`src/hdl/ssc_pkg.sv`:
```
// shared constants, types and register map for the serial drive control select block
package ssc_pkg;

  localparam int CLK_HZ = 20_000_000;

  // holding register identifiers
  localparam logic [7:0] ID_CMD_WORD = 8'h01;
  localparam logic [7:0] ID_BUS_REF = 8'h02;
  localparam logic [7:0] ID_STATUS = 8'h06;
  localparam logic [7:0] ID_SRC = 8'h8c;
  localparam logic [7:0] ID_TERM = 8'h8f;
  localparam logic [7:0] ID_FF1 = 8'h94;
  localparam logic [7:0] ID_FF4 = 8'h97;
  localparam logic [7:0] ID_ADDR = 8'ha2;
  localparam logic [7:0] ID_BAUD = 8'ha3;
  localparam logic [7:0] ID_TMO = 8'ha4;
  localparam logic [7:0] ID_BROADCAST = 8'h00;

  // values after reset
  localparam logic [15:0] RST_SRC = 16'h0000;
  localparam logic [15:0] RST_TERM = 16'h0000;
  localparam logic [15:0] RST_ADDR = 16'h0001;
  localparam logic [15:0] RST_BAUD = 16'h0004;
  localparam logic [15:0] RST_TMO = 16'h0000;
  localparam logic [15:0] RST_FF1 = 16'h00c8;
  localparam logic [15:0] RST_FF2 = 16'h012c;
  localparam logic [15:0] RST_FF3 = 16'h0190;
  localparam logic [15:0] RST_FF4 = 16'h01f4;

  // legal ranges and codes
  localparam logic [15:0] SRC_BUS = 16'h0003;
  localparam logic [15:0] MAX_SRC = 16'h000d;
  localparam logic [15:0] MAX_TERM = 16'h0009;
  localparam logic [15:0] MIN_ADDR = 16'h0001;
  localparam logic [15:0] MAX_ADDR = 16'h003f;
  localparam logic [15:0] MAX_BAUD = 16'h0004;
  localparam logic [15:0] MAX_TMO = 16'h0008;
  localparam logic [15:0] TMO_RAMP_FIRST = 16'h0005;

  // control word bit positions
  localparam int CW_RUN = 0;
  localparam int CW_REV = 1;
  localparam int CW_RESET = 2;

  // character timing
  localparam int BAUD_0_BPS = 960;
  localparam int BAUD_1_BPS = 19_200;
  localparam int BAUD_2_BPS = 38_400;
  localparam int BAUD_3_BPS = 57_600;
  localparam int BAUD_4_BPS = 115_200;
  localparam int BAUD_0_CYC = CLK_HZ / BAUD_0_BPS;
  localparam int BAUD_1_CYC = CLK_HZ / BAUD_1_BPS;
  localparam int BAUD_2_CYC = CLK_HZ / BAUD_2_BPS;
  localparam int BAUD_3_CYC = CLK_HZ / BAUD_3_BPS;
  localparam int BAUD_4_CYC = CLK_HZ / BAUD_4_BPS;
  localparam int BAUD_W = 15;
  localparam logic [3:0] CHAR_BITS = 4'ha;

  // link supervision times
  localparam int TMO_A_MS = 30;
  localparam int TMO_B_MS = 100;
  localparam int TMO_C_MS = 1000;
  localparam int TMO_D_MS = 3000;
  localparam int TMO_A_CYC = (CLK_HZ / 1000) * TMO_A_MS;
  localparam int TMO_B_CYC = (CLK_HZ / 1000) * TMO_B_MS;
  localparam int TMO_C_CYC = (CLK_HZ / 1000) * TMO_C_MS;
  localparam int TMO_D_CYC = (CLK_HZ / 1000) * TMO_D_MS;
  localparam int TMO_W = 26;

  typedef enum logic [3:0] {
    TF_NONE, TF_PERMIT, TF_REV_PERMIT, TF_PRESET, TF_SEL0, TF_SEL1, TF_FAULT, TF_UP, TF_DOWN, TF_DIR
  } ssc_tfn_t;

  typedef enum logic [1:0] {LINK_IDLE, LINK_WATCH, LINK_LOST} ssc_link_t;

  typedef struct packed {
    logic valid;
    logic write;
    logic [7:0] station;
    logic [7:0] id;
    logic [15:0] data;
  } ssc_req_t;

  typedef struct packed {
    logic valid;
    logic ok;
    logic [15:0] data;
  } ssc_rsp_t;

  typedef struct packed {
    logic run;
    logic reverse;
    logic coast_off;
    logic ramp_stop;
    logic fault_stop;
    logic use_bus_ref;
    logic use_preset;
    logic use_updown;
    logic analog_ref_en;
    logic ref_up;
    logic ref_down;
    logic [15:0] speed_ref;
  } ssc_drive_t;

  typedef struct packed {
    logic [3:0] st1;
    logic [3:0] st2;
    logic [3:0] st3;
    logic [3:0] lvl;
  } ssc_sync_t;

  typedef struct packed {
    logic [15:0] src;
    logic [15:0] term;
    logic [15:0] addr;
    logic [15:0] baud;
    logic [15:0] tmo;
    logic [3:0][15:0] ff;
    logic [15:0] cmd_word;
    logic [15:0] bus_ref;
    logic [BAUD_W-1:0] baud_cnt;
    logic [3:0] bit_cnt;
    logic bit_tick;
    logic char_tick;
    logic [TMO_W-1:0] tmo_cnt;
    ssc_link_t link;
    logic fault;
    ssc_rsp_t rsp;
    ssc_drive_t drive;
  } ssc_state_t;

  localparam ssc_state_t ST_RESET = '{
    src: RST_SRC, term: RST_TERM, addr: RST_ADDR, baud: RST_BAUD, tmo: RST_TMO,
    ff: {RST_FF4, RST_FF3, RST_FF2, RST_FF1}, link: LINK_IDLE, default: '0
  };

endpackage

```
`src/hdl/ssc_ctrl.sv`:
```
// serial drive control select: parameters, terminal functions, run and reference gating
//
// Functional notes
// - source code 3 takes run/stop and speed reference from the serial bus.
// - motor never runs without permit on terminal a or terminal b.
// - bus run command honoured only while a terminal permit is present.
// - station address 1 to 63, default 1; answer only own address.
// - bit rate codes 0 to 4 select 960 up to 115200 bit/s, default 4.
// - timeout codes 1 to 4 switch output off after 30/100/1000/3000 ms.
// - timeout codes 5 to 8 ramp to stop after 30/100/1000/3000 ms.
// - terminal function selector 0 to 9 changes only while stopped.
// - modes 0 to 3 terminal assignments, terminal a always run permit.
// - modes 4 to 9 terminal assignments for up/down, select bits, direction.
// - modes 4 to 6 need bus run and terminal a; reference from up/down, or preset 1 while terminal c is high in mode 4.
// - terminal with no function in the mode has no effect.
// - direction from permitting terminal, or from terminal b in modes 8 and 9 while terminal a permits; inverted by control word bit 1.
// - analog reference disabled while the bus is the control source.
// - terminal reference by preset or up/down overrides bus speed reference.
// - two select bits pick presets 1 to 4, bit 0 low order.
// - control word bit 0 run, bit 1 reverse field.
// - characters are 1 start, 8 data, 1 stop, no parity.
`timescale 1ns/100ps
module ssc_ctrl
  import ssc_pkg::*;
#(
  parameter int BAUD_0_DIV = BAUD_0_CYC,
  parameter int TMO_A_LIM = TMO_A_CYC,
  parameter int TMO_B_LIM = TMO_B_CYC,
  parameter int TMO_C_LIM = TMO_C_CYC,
  parameter int TMO_D_LIM = TMO_D_CYC
)
(
  // clock and reset
  input wire logic clk,
  input wire logic rst,
  // input terminals
  input wire logic input_terminal_a,
  input wire logic input_terminal_b,
  input wire logic input_terminal_c,
  input wire logic input_terminal_d,
  // register requests from the frame layer
  input wire ssc_req_t req,
  output ssc_rsp_t rsp,
  // motor control core
  output ssc_drive_t drive,
  // character timing
  output logic bit_tick,
  output logic char_tick
);

  ////////////////////////////////////////////////////////////////////////////
  // terminal decode

  function automatic ssc_tfn_t term_fn(input logic [3:0] mode, input logic [1:0] t);
    term_fn = TF_NONE;
    unique case (t)
      2'h0: term_fn = TF_PERMIT;
      2'h1: begin
        unique case (mode)
          4'h0, 4'h1, 4'h2, 4'h6: term_fn = TF_REV_PERMIT;
          4'h3: term_fn = TF_PRESET;
          4'h4, 4'h5: term_fn = TF_UP;
          4'h7: term_fn = TF_SEL0;
          4'h8, 4'h9: term_fn = TF_DIR;
          default: term_fn = TF_NONE;
        endcase
      end
      2'h2: begin
        unique case (mode)
          4'h0, 4'h4, 4'h8: term_fn = TF_PRESET;
          4'h1, 4'h3, 4'h5, 4'h7, 4'h9: term_fn = TF_FAULT;
          4'h2: term_fn = TF_SEL0;
          4'h6: term_fn = TF_UP;
          default: term_fn = TF_NONE;
        endcase
      end
      2'h3: begin
        unique case (mode)
          4'h2, 4'h7: term_fn = TF_SEL1;
          4'h4, 4'h5, 4'h6: term_fn = TF_DOWN;
          default: term_fn = TF_NONE;
        endcase
      end
    endcase
  endfunction

  // a function is seen only on terminals the mode assigns it to
  function automatic logic fn_level(input logic [3:0] mode, input ssc_tfn_t f, input logic [3:0] lv);
    fn_level = 1'b0;
    for (int i = 0; i < 4; i++) begin
      fn_level = fn_level | (lv[i] && term_fn(mode, 2'(i)) == f);
    end
  endfunction

  function automatic logic [TMO_W-1:0] tmo_limit(input logic [15:0] code);
    unique case (code)
      16'h0001, 16'h0005: tmo_limit = TMO_W'(TMO_A_LIM - 1);
      16'h0002, 16'h0006: tmo_limit = TMO_W'(TMO_B_LIM - 1);
      16'h0003, 16'h0007: tmo_limit = TMO_W'(TMO_C_LIM - 1);
      default: tmo_limit = TMO_W'(TMO_D_LIM - 1);
    endcase
  endfunction

  function automatic logic [BAUD_W-1:0] baud_limit(input logic [15:0] code);
    unique case (code)
      16'h0000: baud_limit = BAUD_W'(BAUD_0_DIV - 1);
      16'h0001: baud_limit = BAUD_W'(BAUD_1_CYC - 1);
      16'h0002: baud_limit = BAUD_W'(BAUD_2_CYC - 1);
      16'h0003: baud_limit = BAUD_W'(BAUD_3_CYC - 1);
      default: baud_limit = BAUD_W'(BAUD_4_CYC - 1);
    endcase
  endfunction

  ////////////////////////////////////////////////////////////////////////////
  // state

  ssc_state_t s;
  ssc_state_t next_s;
  logic [3:0] lv;

  ssc_in_sync u_sync (
    .clk(clk),
    .rst(rst),
    .pin({input_terminal_d, input_terminal_c, input_terminal_b, input_terminal_a}),
    .level(lv)
  );

  logic [3:0] mode;
  logic bus_src;
  logic permit_a;
  logic permit_b;
  logic permit;
  logic dir_in;
  logic ff_direct;
  logic sel0;
  logic sel1;
  logic flt;
  logic updown_mode;
  logic sel_mode;
  logic run_req;
  logic anticlockwise_field;
  logic me;
  logic hit;
  logic wr_ok;
  logic [15:0] rd_data;
  logic [1:0] ff_idx;
  logic use_preset;

  always_comb begin
    mode = s.term[3:0];
    bus_src = s.src == SRC_BUS;
    permit_a = fn_level(mode, TF_PERMIT, lv);
    permit_b = fn_level(mode, TF_REV_PERMIT, lv);
    permit = permit_a | permit_b;
    dir_in = fn_level(mode, TF_DIR, lv);
    ff_direct = fn_level(mode, TF_PRESET, lv);
    sel0 = fn_level(mode, TF_SEL0, lv);
    sel1 = fn_level(mode, TF_SEL1, lv);
    flt = fn_level(mode, TF_FAULT, lv);
    updown_mode = mode >= 4'h4 && mode <= 4'h6;
    sel_mode = mode == 4'h2 || mode == 4'h7;
    // up/down modes insist on terminal a itself
    run_req = bus_src && s.cmd_word[CW_RUN] && (updown_mode ? permit_a : permit)
              && !s.fault && s.link != LINK_LOST;
    // terminal a wins when both permits are high
    anticlockwise_field = (permit_a ? dir_in : permit_b) ^ s.cmd_word[CW_REV];
    ff_idx = sel_mode ? {sel1, sel0} : 2'h0;
    use_preset = ff_direct | sel_mode;
    me = req.station == s.addr[7:0];
    hit = req.valid && (me || req.station == ID_BROADCAST);
    // read mux
    rd_data = 16'h0000;
    unique case (req.id)
      ID_CMD_WORD: rd_data = s.cmd_word;
      ID_BUS_REF: rd_data = s.bus_ref;
      ID_STATUS: rd_data = {8'h00, lv, s.link == LINK_LOST, s.fault, s.drive.reverse, s.drive.run};
      ID_SRC: rd_data = s.src;
      ID_TERM: rd_data = s.term;
      ID_ADDR: rd_data = s.addr;
      ID_BAUD: rd_data = s.baud;
      ID_TMO: rd_data = s.tmo;
      default: begin
        if (req.id >= ID_FF1 && req.id <= ID_FF4) begin
          rd_data = s.ff[2'(req.id - ID_FF1)];
        end
      end
    endcase
    // write acceptance with range checks
    wr_ok = 1'b0;
    unique case (req.id)
      ID_CMD_WORD, ID_BUS_REF: wr_ok = 1'b1;
      ID_SRC: wr_ok = req.data <= MAX_SRC;
      ID_TERM: wr_ok = req.data <= MAX_TERM && !s.drive.run;
      ID_ADDR: wr_ok = req.data >= MIN_ADDR && req.data <= MAX_ADDR;
      ID_BAUD: wr_ok = req.data <= MAX_BAUD;
      ID_TMO: wr_ok = req.data <= MAX_TMO;
      default: wr_ok = req.id >= ID_FF1 && req.id <= ID_FF4;
    endcase
  end

  ////////////////////////////////////////////////////////////////////////////
  // next state

  always_comb begin
    next_s = s;
    // register writes, broadcast included
    if (hit && req.write && wr_ok) begin
      unique case (req.id)
        ID_CMD_WORD: next_s.cmd_word = req.data;
        ID_BUS_REF: next_s.bus_ref = req.data;
        ID_SRC: next_s.src = req.data;
        ID_TERM: next_s.term = req.data;
        ID_ADDR: next_s.addr = req.data;
        ID_BAUD: next_s.baud = req.data;
        ID_TMO: next_s.tmo = req.data;
        default: next_s.ff[2'(req.id - ID_FF1)] = req.data;
      endcase
    end
    // answers go only to requests naming this station
    next_s.rsp.valid = req.valid && me;
    next_s.rsp.ok = req.write ? wr_ok : (rd_data != 16'h0000 || req.id == ID_CMD_WORD || req.id == ID_BUS_REF);
    next_s.rsp.data = req.write ? req.data : rd_data;

    // bit and character timing
    next_s.bit_tick = 1'b0;
    next_s.char_tick = 1'b0;
    if (s.baud_cnt >= baud_limit(s.baud)) begin
      next_s.baud_cnt = '0;
      next_s.bit_tick = 1'b1;
      if (s.bit_cnt == CHAR_BITS - 4'h1) begin
        next_s.bit_cnt = 4'h0;
        next_s.char_tick = 1'b1;
      end else begin
        next_s.bit_cnt = s.bit_cnt + 4'h1;
      end
    end else begin
      next_s.baud_cnt = s.baud_cnt + BAUD_W'(1);
    end

    // link supervision
    if (next_s.tmo == 16'h0000) begin
      next_s.link = LINK_IDLE;
      next_s.tmo_cnt = '0;
    end else if (req.valid && me) begin
      next_s.link = LINK_WATCH;
      next_s.tmo_cnt = '0;
    end else begin
      unique case (s.link)
        LINK_IDLE: begin
          next_s.link = LINK_WATCH;
          next_s.tmo_cnt = '0;
        end
        LINK_WATCH: begin
          if (s.tmo_cnt >= tmo_limit(s.tmo)) begin
            next_s.link = LINK_LOST;
          end else begin
            next_s.tmo_cnt = s.tmo_cnt + TMO_W'(1);
          end
        end
        LINK_LOST: next_s.link = LINK_LOST;
      endcase
    end

    // fault latch: a live fault input beats the reset request
    if (flt) begin
      next_s.fault = 1'b1;
    end else if (hit && req.write && req.id == ID_CMD_WORD && req.data[CW_RESET]) begin
      next_s.fault = 1'b0;
    end

    // drive outputs
    next_s.drive.run = run_req && permit;
    next_s.drive.reverse = anticlockwise_field;
    next_s.drive.coast_off = s.link == LINK_LOST && s.tmo < TMO_RAMP_FIRST;
    next_s.drive.ramp_stop = s.link == LINK_LOST && s.tmo >= TMO_RAMP_FIRST;
    next_s.drive.fault_stop = s.fault || flt;
    next_s.drive.use_preset = use_preset;
    next_s.drive.use_updown = updown_mode;
    next_s.drive.use_bus_ref = bus_src && !use_preset && !updown_mode;
    next_s.drive.analog_ref_en = !bus_src;
    next_s.drive.ref_up = fn_level(mode, TF_UP, lv);
    next_s.drive.ref_down = fn_level(mode, TF_DOWN, lv);
    if (use_preset) begin
      next_s.drive.speed_ref = s.ff[ff_idx];
    end else if (bus_src && !updown_mode) begin
      next_s.drive.speed_ref = s.bus_ref;
    end else begin
      next_s.drive.speed_ref = 16'h0000;
    end
  end

  always_ff @(posedge clk or posedge rst) begin
    if (rst) begin
      s <= ST_RESET;
    end else begin
      s <= next_s;
    end
  end

  assign rsp = s.rsp;
  assign drive = s.drive;
  assign bit_tick = s.bit_tick;
  assign char_tick = s.char_tick;

  ////////////////////////////////////////////////////////////////////////////
  // assertions

  // cycles since the last character or bit rate change; a counter keeps the bound out of a long delay range
  logic [10:0] char_gap;
  logic [15:0] baud_seen;

  always_ff @(posedge clk or posedge rst) begin
    if (rst) begin
      char_gap <= '0;
      baud_seen <= RST_BAUD;
    end else begin
      baud_seen <= s.baud;
      char_gap <= (char_tick || s.baud != baud_seen) ? 11'h000 : char_gap + 11'h001;
    end
  end
endmodule

```
`src/hdl/ssc_in_sync.sv`:
```
// three-stage synchroniser for the four input terminals
`timescale 1ns/100ps
module ssc_in_sync
  import ssc_pkg::*;
(
  // clock and reset
  input wire logic clk,
  input wire logic rst,
  // pins and filtered levels
  input wire logic [3:0] pin,
  output logic [3:0] level
);

  ssc_sync_t s;
  ssc_sync_t next_s;

  // a level changes only once the second and third stages agree
  always_comb begin
    next_s = s;
    next_s.st1 = pin;
    next_s.st2 = s.st1;
    next_s.st3 = s.st2;
    next_s.lvl = (s.st2 & s.st3) | (s.lvl & (s.st2 ^ s.st3));
  end

  always_ff @(posedge clk or posedge rst) begin
    if (rst) begin
      s <= '0;
    end else begin
      s <= next_s;
    end
  end

  assign level = s.lvl;

endmodule

```
`config.mk`:
```
export PLATFORM = sky130hd
export DESIGN_NAME = ssc_ctrl
export DESIGN_NICKNAME = d
export VERILOG_FILES = /design/src/hdl/ssc_pkg.sv /design/src/hdl/ssc_ctrl.sv /design/src/hdl/ssc_in_sync.sv
export SDC_FILE = /design/constraint.sdc
export NUM_CORES = 1
export LEC_CHECK = 0
export BUFFER_PORTS_ARGS = -buffer_cell sky130_fd_sc_hd__buf_2
export CORE_UTILIZATION = 60
export CTS_CLUSTER_SIZE = 28
export DETAILED_ROUTE_END_ITERATION = 7
export PLACE_DENSITY_LB_ADDON = 0.25
export SLEW_MARGIN = 5
export SYNTH_ARGS = -nofsm -noshare
export SYNTH_HDL_FRONTEND = slang
export SYNTH_SLANG_ARGS = --single-unit
```
`constraint.sdc`:
```
create_clock -name clk -period 16.3 [get_ports clk]
set_input_delay 3.26 -clock clk [delete_from_list [all_inputs] [get_ports clk]]
set_output_delay 3.26 -clock clk [all_outputs]
set_load 0.005 [all_outputs]
```
==> impl_metrics.py, run 1 <==
metrics = {
    "floorplan": {
        "core-area_um2": 23600,
        "row_count": 56,
        "die_area_um2": 24800,
        "start_util": 0.614,
        "die_h_um": 157,
        "die_x_um": 157,
        "ios": 87,
    },
    "timing": {
        "min_period_over_period": 0.379,
        "setup_violations": 0,
        "max_freq_mhz": 162,
        "setup_tns_ps": 0,
        "hold_violations": 0,
        "slew_viol_final": 0,
        "fin_skew_ps": 25.8,
        "period_needed_ps": 6180,
        "tightest_slew_ps": 1100,
        "relSlewSlack": 0.264,
        "rsz0062_at_grt": "no",
    },
    "cells_and_area": {
        "layout.cells.non_filler": 1635,
        "area_delta_synth_final_pct": 9.75,
        "final_layout_size_suffix_gt1_frac": 0.253,
        "nets": 1370,
        "diodes": 0,
        "post-route-util": 0.674,
    },
    "logic_synthesis": {
        "netlist_instances": 1271,
        "synth.top_cells.by_count": "269 x dfrtp_1, 103 x mux2_2, 69 x nor2b_1",
        "synth_top_cell_by_area": "dfrtp_1",
        "syn_nets": 1349,
        "yosysWarnings": 0,
        "post_synth.cell_area_avg_um2": 11.4,
        "synth_area_leaders": "dfrtp_1 46%, mux2_2 8.0%, mux4_2 5.0%, ha_1 3.3%, dfstp_2 3.3%",
        "ys_seq_area_frac": 0.497,
        "synth_seq_cells": 287,
        "synth_top_flop_cell": "dfrtp_1",
        "synth_edf_count": 0,
        "yosysUniqueCellTypes": 73,
        "synth_area_um2": 14500,
        "netlist.area_leader.share": 0.464,
        "synth.most_common_cell": "dfrtp_1",
        "synthArstFlopShare": 1.00,
    },
    "global_routing": {
        "track_usage": 0.316,
        "antenna_found_initial": 0,
        "grt_pass1_vias": 10400,
        "grt_max_degree": 130,
        "grt.overflow.total": 0,
        "grt_pass1_wl_um": 59300,
    },
    "clocking": {
        "clk_latency_ps": 570,
        "cts_root_buffer": "clkbuf_16",
        "clock-sinks": 287,
        "cts-resized-gates": 0,
        "cts_made_buffers": 30,
        "clkTransAtPathRegs_ps": 60,
        "cts_tree": "yes",
        "ctsHtreeMaxLevel": 1,
        "postCtsSetupBuffers": 0,
        "clk_path_buf_depth": 3,
        "cts_hold_buffers": 0,
    },
    "setup_path": {
        "crit_buf_inv": 2,
        "critPathMaxStageDelay_ps": 710,
        "cp_cell_sequence": "buf_2, buf_4, nor4b_4, nand2_2, a211oi_1, a211o_1, and3_1, a2111o_1, nor2_1",
        "crit_type": "input pin to register",
        "crit_fanout": 40,
        "critical-path-top-delay-family": "simple AND/OR/NAND/NOR gates",
        "ff2ff_path_depth": 15,
        "critPathLaunchType": "input pin",
        "r2r_end": "s[52]",
        "required_ps": 16700,
        "r2r_slack_ps": 11660,
        "worstPathArrival_ps": 6590,
        "slowest_stage": "a2111o_1",
        "worstReg2RegStart": "s[205]",
        "end_kind": "register",
    },
    "placement": {
        "dp.cells": 1579,
        "hpwlAfterDp_um": 25200,
        "portBuffers": 86,
        "place_congestion": 0.907,
    },
    "power_and_ir_drop": {
        "power.switching_mw": 0.345,
        "p_int_mw": 1.15,
        "power_density_nw_per_um2": 94.2,
        "power_frac_clock": 0.473,
        "comb_power_share": 0.045,
        "swShare": 0.230,
        "power_frac_seq": 0.482,
        "power_leakage_nw": 7.50,
        "peakVddDrop_mv": 0.0922,
    },
    "routing": {
        "drc": 0,
        "drt_first_pass_iters": 5,
        "vias": 10600,
        "final_antenna_net_count": 0,
        "drt_iter0_markers": 1175,
        "vias_per_cell": 6.49,
        "drt_wl_total_um": 37400,
        "drt-wirelength-per-cell_um": 22.9,
    },
    "min_path": {
        "hp-class": "register to register",
        "worstHoldEndpoint": "u_sync.next_s[5]",
        "holdCritStartpoint": "u_sync.next_s[9]",
        "hold_depth": 0,
    },
    "run_status": {
        "outcome": "finished, final reports clean",
    },
    "run": {
        "cap_viol_max_count": 0,
    },
}
## cells by family (layout without fill, tap and decap cells)
kind of cell / Yosys count / in the layout / share of synthesized area
fa+ha+maj: 38 / 38 / 0.0328
simple gates: 418 / 418 / 0.162
buf+inv: 154 / 199 / 0.0547
flops: 287 / 287 / 0.497
compound gates: 174 / 174 / 0.0829
xor+xnor: 47 / 47 / 0.0284
mux: 153 / 153 / 0.143
## layer usage
layer	part of all wire	vias up	global-route usage
li1	-	4631	-
met1	0.43	5317	0.455
met2	0.45	556	0.475
met3	0.087	100	0.0600
met4	0.036	0	0.118
met5	0	-	0
## through the flow
stage          hold WS, ps  power (mW)  instance area [um^2]  setup slack [ps]
6_report               349        1.50                 15900             10120
4_1_cts                351        1.51                 15900             10210
3_5_place_dp           335       0.802                 14900              9630
2_1_floorplan          331       0.775                 14500              5150
3_3_place_gp           332       0.801                 14900              9770
5_1_grt                362        1.54                 15900              9900
## power by group through the flow
stage                     clock network, mW  registers (mW)  logic (mW)
after floorplan                           0           0.734      0.0413
after global placement                    0           0.735      0.0660
after detailed placement                  0           0.736      0.0669
after CTS                             0.718           0.723      0.0673
after global routing                  0.748           0.723      0.0736
final                                 0.709           0.723      0.0676
## worst max-delay path by stage
stage / start / end / cells after the start
floorplan: rst / async pin / 1
global placement: req[17] / s[59] / 9
detailed placement: req[17] / s[53] / 9
CTS: req[17] / s[52] / 9
global route: req[17] / s[73] / 9
finish: req[17] / s[52] / 9
## layout by cell type, fill, tap and decap left out, types with 7 or more instances in the layout
cell and n:
a22o_1 19, inv_1 36, a211oi_1 8, a21oi_1 39
and3_1 25, a21o_1 8, xor2_1 10, xnor2_1 37
clkbuf_8 7, mux2_2 103, mux4_2 32, and4_1 9
buf_2 86, nand3_1 46, nor2_1 66, o21ai_0 32
buf_4 19, nor2b_1 68, nand4_1 50, nand2_1 59
a22oi_1 10, nor4_1 24, dfrtp_1 269, dfstp_2 18
ha_1 38, nor3_1 17, and2_1 8, mux2i_1 12
clkinv_2 8, clkbuf_16 30
## layout make-up
type	instances	area [um^2]
fillers	1728	7700
flip-flops and latches	287	7200
multi-input cells	830	6540
clock buffers	39	855
repair buffers	105	573
well taps	319	399
clock inverters	17	185
inverters	38	150
No activity file was read; power rests on OpenSTA's default activity.
==> run 2, diff against run 1 <==
--- a/config.mk
+++ b/config.mk
@@ -6,7 +6,7 @@
 export NUM_CORES = 1
 export LEC_CHECK = 0
 export BUFFER_PORTS_ARGS = -buffer_cell sky130_fd_sc_hd__buf_2
-export CORE_UTILIZATION = 60
+export CORE_UTILIZATION = 55
 export CTS_CLUSTER_SIZE = 28
 export DETAILED_ROUTE_END_ITERATION = 7
 export PLACE_DENSITY_LB_ADDON = 0.25
==> constraint.sdc (replaced) <==
create_clock -name clk -period 5.6 [get_ports clk]
set_input_delay 1.12 -clock clk [delete_from_list [all_inputs] [get_ports clk]]
set_output_delay 1.12 -clock clk [all_outputs]
set_load 0.005 [all_outputs]
==> run 2 against run 1 <==
  * Final cell count rose by 1.3%
  * Die area increased by 9.0%
  * Flip-flop and latch count unchanged
  * Via count fell by 1.7%
  * Largest cell class unchanged
  * Sequential power rose to 2.9 times the previous value
  * Routed wire length decreased by 0.85%
  * Highest routed layer unchanged
==> impl_metrics.py, run 2 (synthesis gave the netlist of run 1 again) <==
metrics = {
    "cells_and_area": {
        "multi_input_area_um2": 6540,
        "final_common_cell": "dfrtp_1",
        "area_delta_synth_final_pct": 10.5,
        "nets": 1375,
        "final_layout_size_suffix_gt1_frac": 0.250,
        "nFillCells": 2094,
        "final-seq-area_um2": 7200,
        "diodes": 0,
        "final_cell_mix": "269 x dfrtp_1, 103 x mux2_2, 86 x buf_2",
        "design_area_um2": 16000,
        "post-route-util": 0.617,
    },
    "timing": {
        "period_needed_ps": 4640,
        "fin_hold_ws_ps": 348,
        "rsz0062_at_grt": "no",
        "max_freq_mhz": 215,
        "slew_viol_final": 0,
        "tightest_slew_ps": 1080,
        "setup_tns_ps": 0,
        "fin_skew_ps": 23.1,
        "min_period_over_period": 0.829,
        "setup_slack_ps": 959,
        "relSlewSlack": 0.265,
        "setup_violations": 0,
        "hold_violations": 0,
    },
    "power_and_ir_drop": {
        "power_frac_clock": 0.484,
        "power_density_nw_per_um2": 278,
        "peakVddDrop_mv": 0.283,
        "power_leakage_nw": 7.52,
        "comb_power_share": 0.044,
        "p_int_mw": 3.44,
        "swShare": 0.228,
        "power_frac_seq": 0.472,
        "power.switching_mw": 1.02,
    },
    "floorplan": {
        "core-area_um2": 26000,
        "die_h_um": 164,
        "row_count": 59,
        "die_area_um2": 27000,
        "ios": 87,
        "die_x_um": 164,
        "start_util": 0.558,
    },
    "placement": {
        "hpwlAfterDp_um": 25900,
        "place_congestion": 0.961,
        "place_ws_ps": 979,
        "place_area_um2": 14900,
        "portBuffers": 86,
    },
    "clocking": {
        "cts_made_buffers": 31,
        "cts_tree": "yes",
        "postCtsSetupBuffers": 0,
        "clock-sinks": 287,
        "ctsHtreeMaxLevel": 1,
        "cts_root_buffer": "clkbuf_16",
        "cts_hold_buffers": 0,
        "cts-resized-gates": 0,
        "clk_latency_ps": 580,
        "clkTransAtPathRegs_ps": 60,
        "clk_path_buf_depth": 3,
    },
    "routing": {
        "drt_first_pass_iters": 5,
        "vias": 10400,
        "final_antenna_net_count": 0,
        "drt_wl_total_um": 37100,
        "drt-wirelength-per-cell_um": 22.4,
        "drc": 0,
        "drt_iter0_markers": 1036,
        "vias_per_cell": 6.29,
    },
    "run": {
        "cap_viol_max_count": 0,
    },
    "global_routing": {
        "grt_pass1_wl_um": 58700,
        "grt.overflow.total": 0,
        "grt_max_degree": 149,
        "track_usage": 0.284,
        "antenna_found_initial": 0,
        "grt_pass1_vias": 10200,
    },
    "setup_path": {
        "r2r_end": "s[73]",
        "cp.depth": 16,
        "worstPathArrival_ps": 5070,
        "cp_cell_sequence": "or4_1, nor4_2, buf_4, and2_1, inv_1, nor2_1, nor2_1, ha_1, nand4_1, a2111oi_0, o211ai_1, a31oi_1, buf_4, nor4_1, xnor2_1, nor2_1",
        "crit_fanout": 16,
        "r2r_slack_ps": 960,
        "ff2ff_path_depth": 16,
        "critPathLaunchType": "register",
        "required_ps": 6030,
        "crit_buf_inv": 3,
        "crit_type": "register to register",
        "critPathMaxStageDelay_ps": 600,
        "end_kind": "register",
        "slowest_stage": "a31oi_1",
        "critical-path-top-delay-family": "simple AND/OR/NAND/NOR gates",
        "worstReg2RegStart": "s[205]",
        "cp_common_cell": "nor2_1",
    },
    "min_path": {
        "hold_depth": 0,
        "hp-class": "register to register",
        "worstHoldEndpoint": "u_sync.next_s[4]",
        "holdCritStartpoint": "u_sync.next_s[8]",
    },
    "run_status": {
        "outcome": "finished, final reports clean",
    },
}
run 2: through the flow:
stage | std cells | power [mW]
after floorplan | 1271 | 2.26
after global placement | 1599 | 2.34
after detailed placement | 1599 | 2.34
after CTS | 1657 | 4.50
after global routing | 1657 | 4.61
final | 1657 | 4.46
run 2: layout make-up:
type,count,share of cell area
Clock buffer,44,0.0533
Timing Repair Buffer,109,0.0392
Clock inverter,14,0.0142
Tap cell,335,0.0262
Inverter,38,0.00914
Sequential cell,287,0.450
Multi-Input combinational cell,830,0.408
run 2: worst max path at each step:
stage	start	to	slack, ps
global route	s[205]	s[73]	510
finish	s[205]	s[73]	960
global placement	req[17]	rsp[16]	1030
floorplan	rst	async pin	690
detailed placement	s[205]	s[73]	980
CTS	s[205]	s[73]	940
run 2: worst register-to-register path: stages, from the launching register on:
cell,delay [ps]
dfrtp_1,390
or4_1,550
nor4_2,270
buf_4,190
and2_1,200
inv_1,80
nor2_1,260
nor2_1,80
ha_1,300
nand4_1,100
a2111oi_0,540
o211ai_1,280
a31oi_1,600
buf_4,340
nor4_1,100
xnor2_1,160
nor2_1,50
run 2: power by group through the flow:
stage / clock [mW] / sequential [mW] / combinational (mW)
after global routing: 2.29 / 2.10 / 0.215
after global placement: 0 / 2.14 / 0.195
after floorplan: 0 / 2.14 / 0.120
after detailed placement: 0 / 2.14 / 0.198
after CTS: 2.20 / 2.10 / 0.198
final: 2.16 / 2.10 / 0.198
run 2: per-layer routing:
metal,vias to the layer above,routed length (um),GRT usage
li1,4631,-,-
met1,5280,16600,0.414
met2,439,16900,0.437
met3,70,2530,0.0470
met4,0,1030,0.0842
met5,-,0,0
==> run 3, diff against run 2 <==
==> constraint.sdc (replaced) <==
create_clock -name clk -period 3.7 [get_ports clk]
set_input_delay 0.74 -clock clk [delete_from_list [all_inputs] [get_ports clk]]
set_output_delay 0.74 -clock clk [all_outputs]
set_load 0.005 [all_outputs]
==> run 3 against run 2 <==
  * Maximum frequency rose by 31%
  * Global-route usage grew 0.32 points
  * Via count rose by 2.0%
  * Hold slack got worse by 180 ps
  * Worst setup slack lost 790 ps
  * Flip-flop and latch count unchanged
  * Clock power up 48%
  * Final cell count increased by 2.4%
==> impl_metrics.py, run 3 (synthesis gave the netlist of run 1 again) <==
metrics = {
    "clocking": {
        "clk_latency_ps": 600,
        "ctsHtreeMaxLevel": 1,
        "clock-sinks": 287,
        "cts_tree": "yes",
        "cts_root_buffer": "clkbuf_16",
        "cts_made_buffers": 30,
        "cts_hold_buffers": 0,
        "clkTransAtPathRegs_ps": 60,
        "clk_path_buf_depth": 3,
    },
    "floorplan": {
        "die_area_um2": 27000,
        "core-area_um2": 26000,
        "start_util": 0.558,
        "die_x_um": 164,
        "ios": 87,
        "die_h_um": 164,
        "row_count": 59,
    },
    "cells_and_area": {
        "nFillCells": 2013,
        "area_delta_synth_final_pct": 13.8,
        "final_cell_mix": "269 x dfrtp_1, 103 x mux2_2, 86 x buf_2",
        "post-route-util": 0.635,
        "final_layout_size_suffix_gt1_frac": 0.291,
        "design_area_um2": 16500,
        "diodes": 0,
        "final_common_cell": "dfrtp_1",
        "nets": 1419,
    },
    "setup_path": {
        "cp_common_cell": "nor2_1",
        "slowest_stage": "or4_1",
        "crit_type": "register to register",
        "cp_cell_sequence": "or4_1, nor4_2, buf_4, nand2_1, nor2_2, nor2_1, ha_1, nand4_1, a2111oi_4, o211ai_1, a31oi_2, buf_6, nor3_1, xnor2_1, nor2_1",
        "critical-path-top-delay-family": "simple AND/OR/NAND/NOR gates",
        "end_kind": "register",
        "crit_buf_inv": 2,
        "critPathLaunchType": "register",
        "crit_fanout": 11,
        "critPathMaxStageDelay_ps": 540,
        "required_ps": 4120,
        "worstPathArrival_ps": 3950,
    },
    "power_and_ir_drop": {
        "power_leakage_nw": 7.74,
        "power_density_nw_per_um2": 406,
        "total_power_mw": 6.70,
        "peakVddDrop_mv": 0.432,
    },
    "placement": {
        "place_ws_ps": -34.1,
        "place_area_um2": 15300,
        "hpwlAfterDp_um": 26600,
        "portBuffers": 86,
        "place_congestion": 0.939,
    },
    "timing": {
        "relSlewSlack": 0.334,
        "max_freq_mhz": 283,
        "setup_violations": 0,
        "min_period_over_period": 0.956,
        "fin_skew_ps": 39.6,
        "setup_slack_ps": 164,
        "slew_viol_final": 0,
        "fin_hold_ws_ps": 167,
        "hold_violations": 0,
        "tightest_slew_ps": 996,
        "period_needed_ps": 3540,
    },
    "global_routing": {
        "grt_pass1_wl_um": 59700,
        "grt_max_degree": 73,
        "grt.overflow.total": 0,
        "grt_pass1_vias": 10500,
        "antenna_found_initial": 0,
        "track_usage": 0.287,
    },
    "run_status": {
        "outcome": "finished, final reports clean",
    },
    "routing": {
        "drt_first_pass_iters": 5,
        "vias_per_cell": 6.27,
        "vias": 10600,
        "drt_wl_total_um": 37700,
        "drt-wirelength-per-cell_um": 22.2,
        "final_antenna_net_count": 0,
        "drc": 0,
        "drt_iter0_markers": 1051,
    },
    "run": {
        "cap_viol_max_count": 0,
    },
    "min_path": {
        "hp-class": "input pin to async pin",
    },
}
run 3: changes by cell type in the layout (fill, tap and decap cells not counted), sizes merged:
cell	delta
clkinvlp	-1
clkbuf	-4
inv	-1
buf	+45
run 3: path summary, 6_finish.rpt:
kind / start / to / slack [ps] / depth (start not counted)
max in group asynchronous: rst / s[73] / 2450 / 3
setup reg to reg: s[205] / s[58] / 160 / 15
min in group clk: input_terminal_c / u_sync.next_s[10] / 250 / 1
hold / removal: rst / async pin / 170 / 2
hold reg to reg: u_sync.next_s[9] / u_sync.next_s[5] / 350 / 0
setup / recovery: s[205] / s[58] / 160 / 15
run 3: timing repair:
action / in CTS / in global routing
setup endpoints to repair: 26 / 28
buffers inserted: 0 / 1
gates cloned: 0 / 2
pin swaps: 0 / 5
gates resized for setup: 4 / 29
run 3: final cells by class:
cell class	instances	area, um^2	share of cell area
Tap cell	335	419	0.0254
Inverter	38	146	0.00887
Clock inverter	12	218	0.0132
Sequential cell	287	7200	0.437
Clock buffer	40	828	0.0502
Timing Repair Buffer	154	990	0.0600
Multi-Input combinational cell	830	6700	0.406
run 3: metal layers:
layer  share of wire  GRT usage
met2            0.46      0.450
met1            0.44      0.413
met3           0.060     0.0399
met4           0.034     0.0905
met5               0          0
run 3: where the power goes:
group          internal [mW]  switching, mW
clock network           1.92           1.28
registers               3.17         0.0182
logic                 0.0959          0.220
run 3: metrics by stage:
step	instances	TNS [ps]
after CTS	1693	-108
after global routing	1696	-1560
after floorplan	1271	-223410
final	1696	0
after global placement	1641	0
after detailed placement	1641	-362
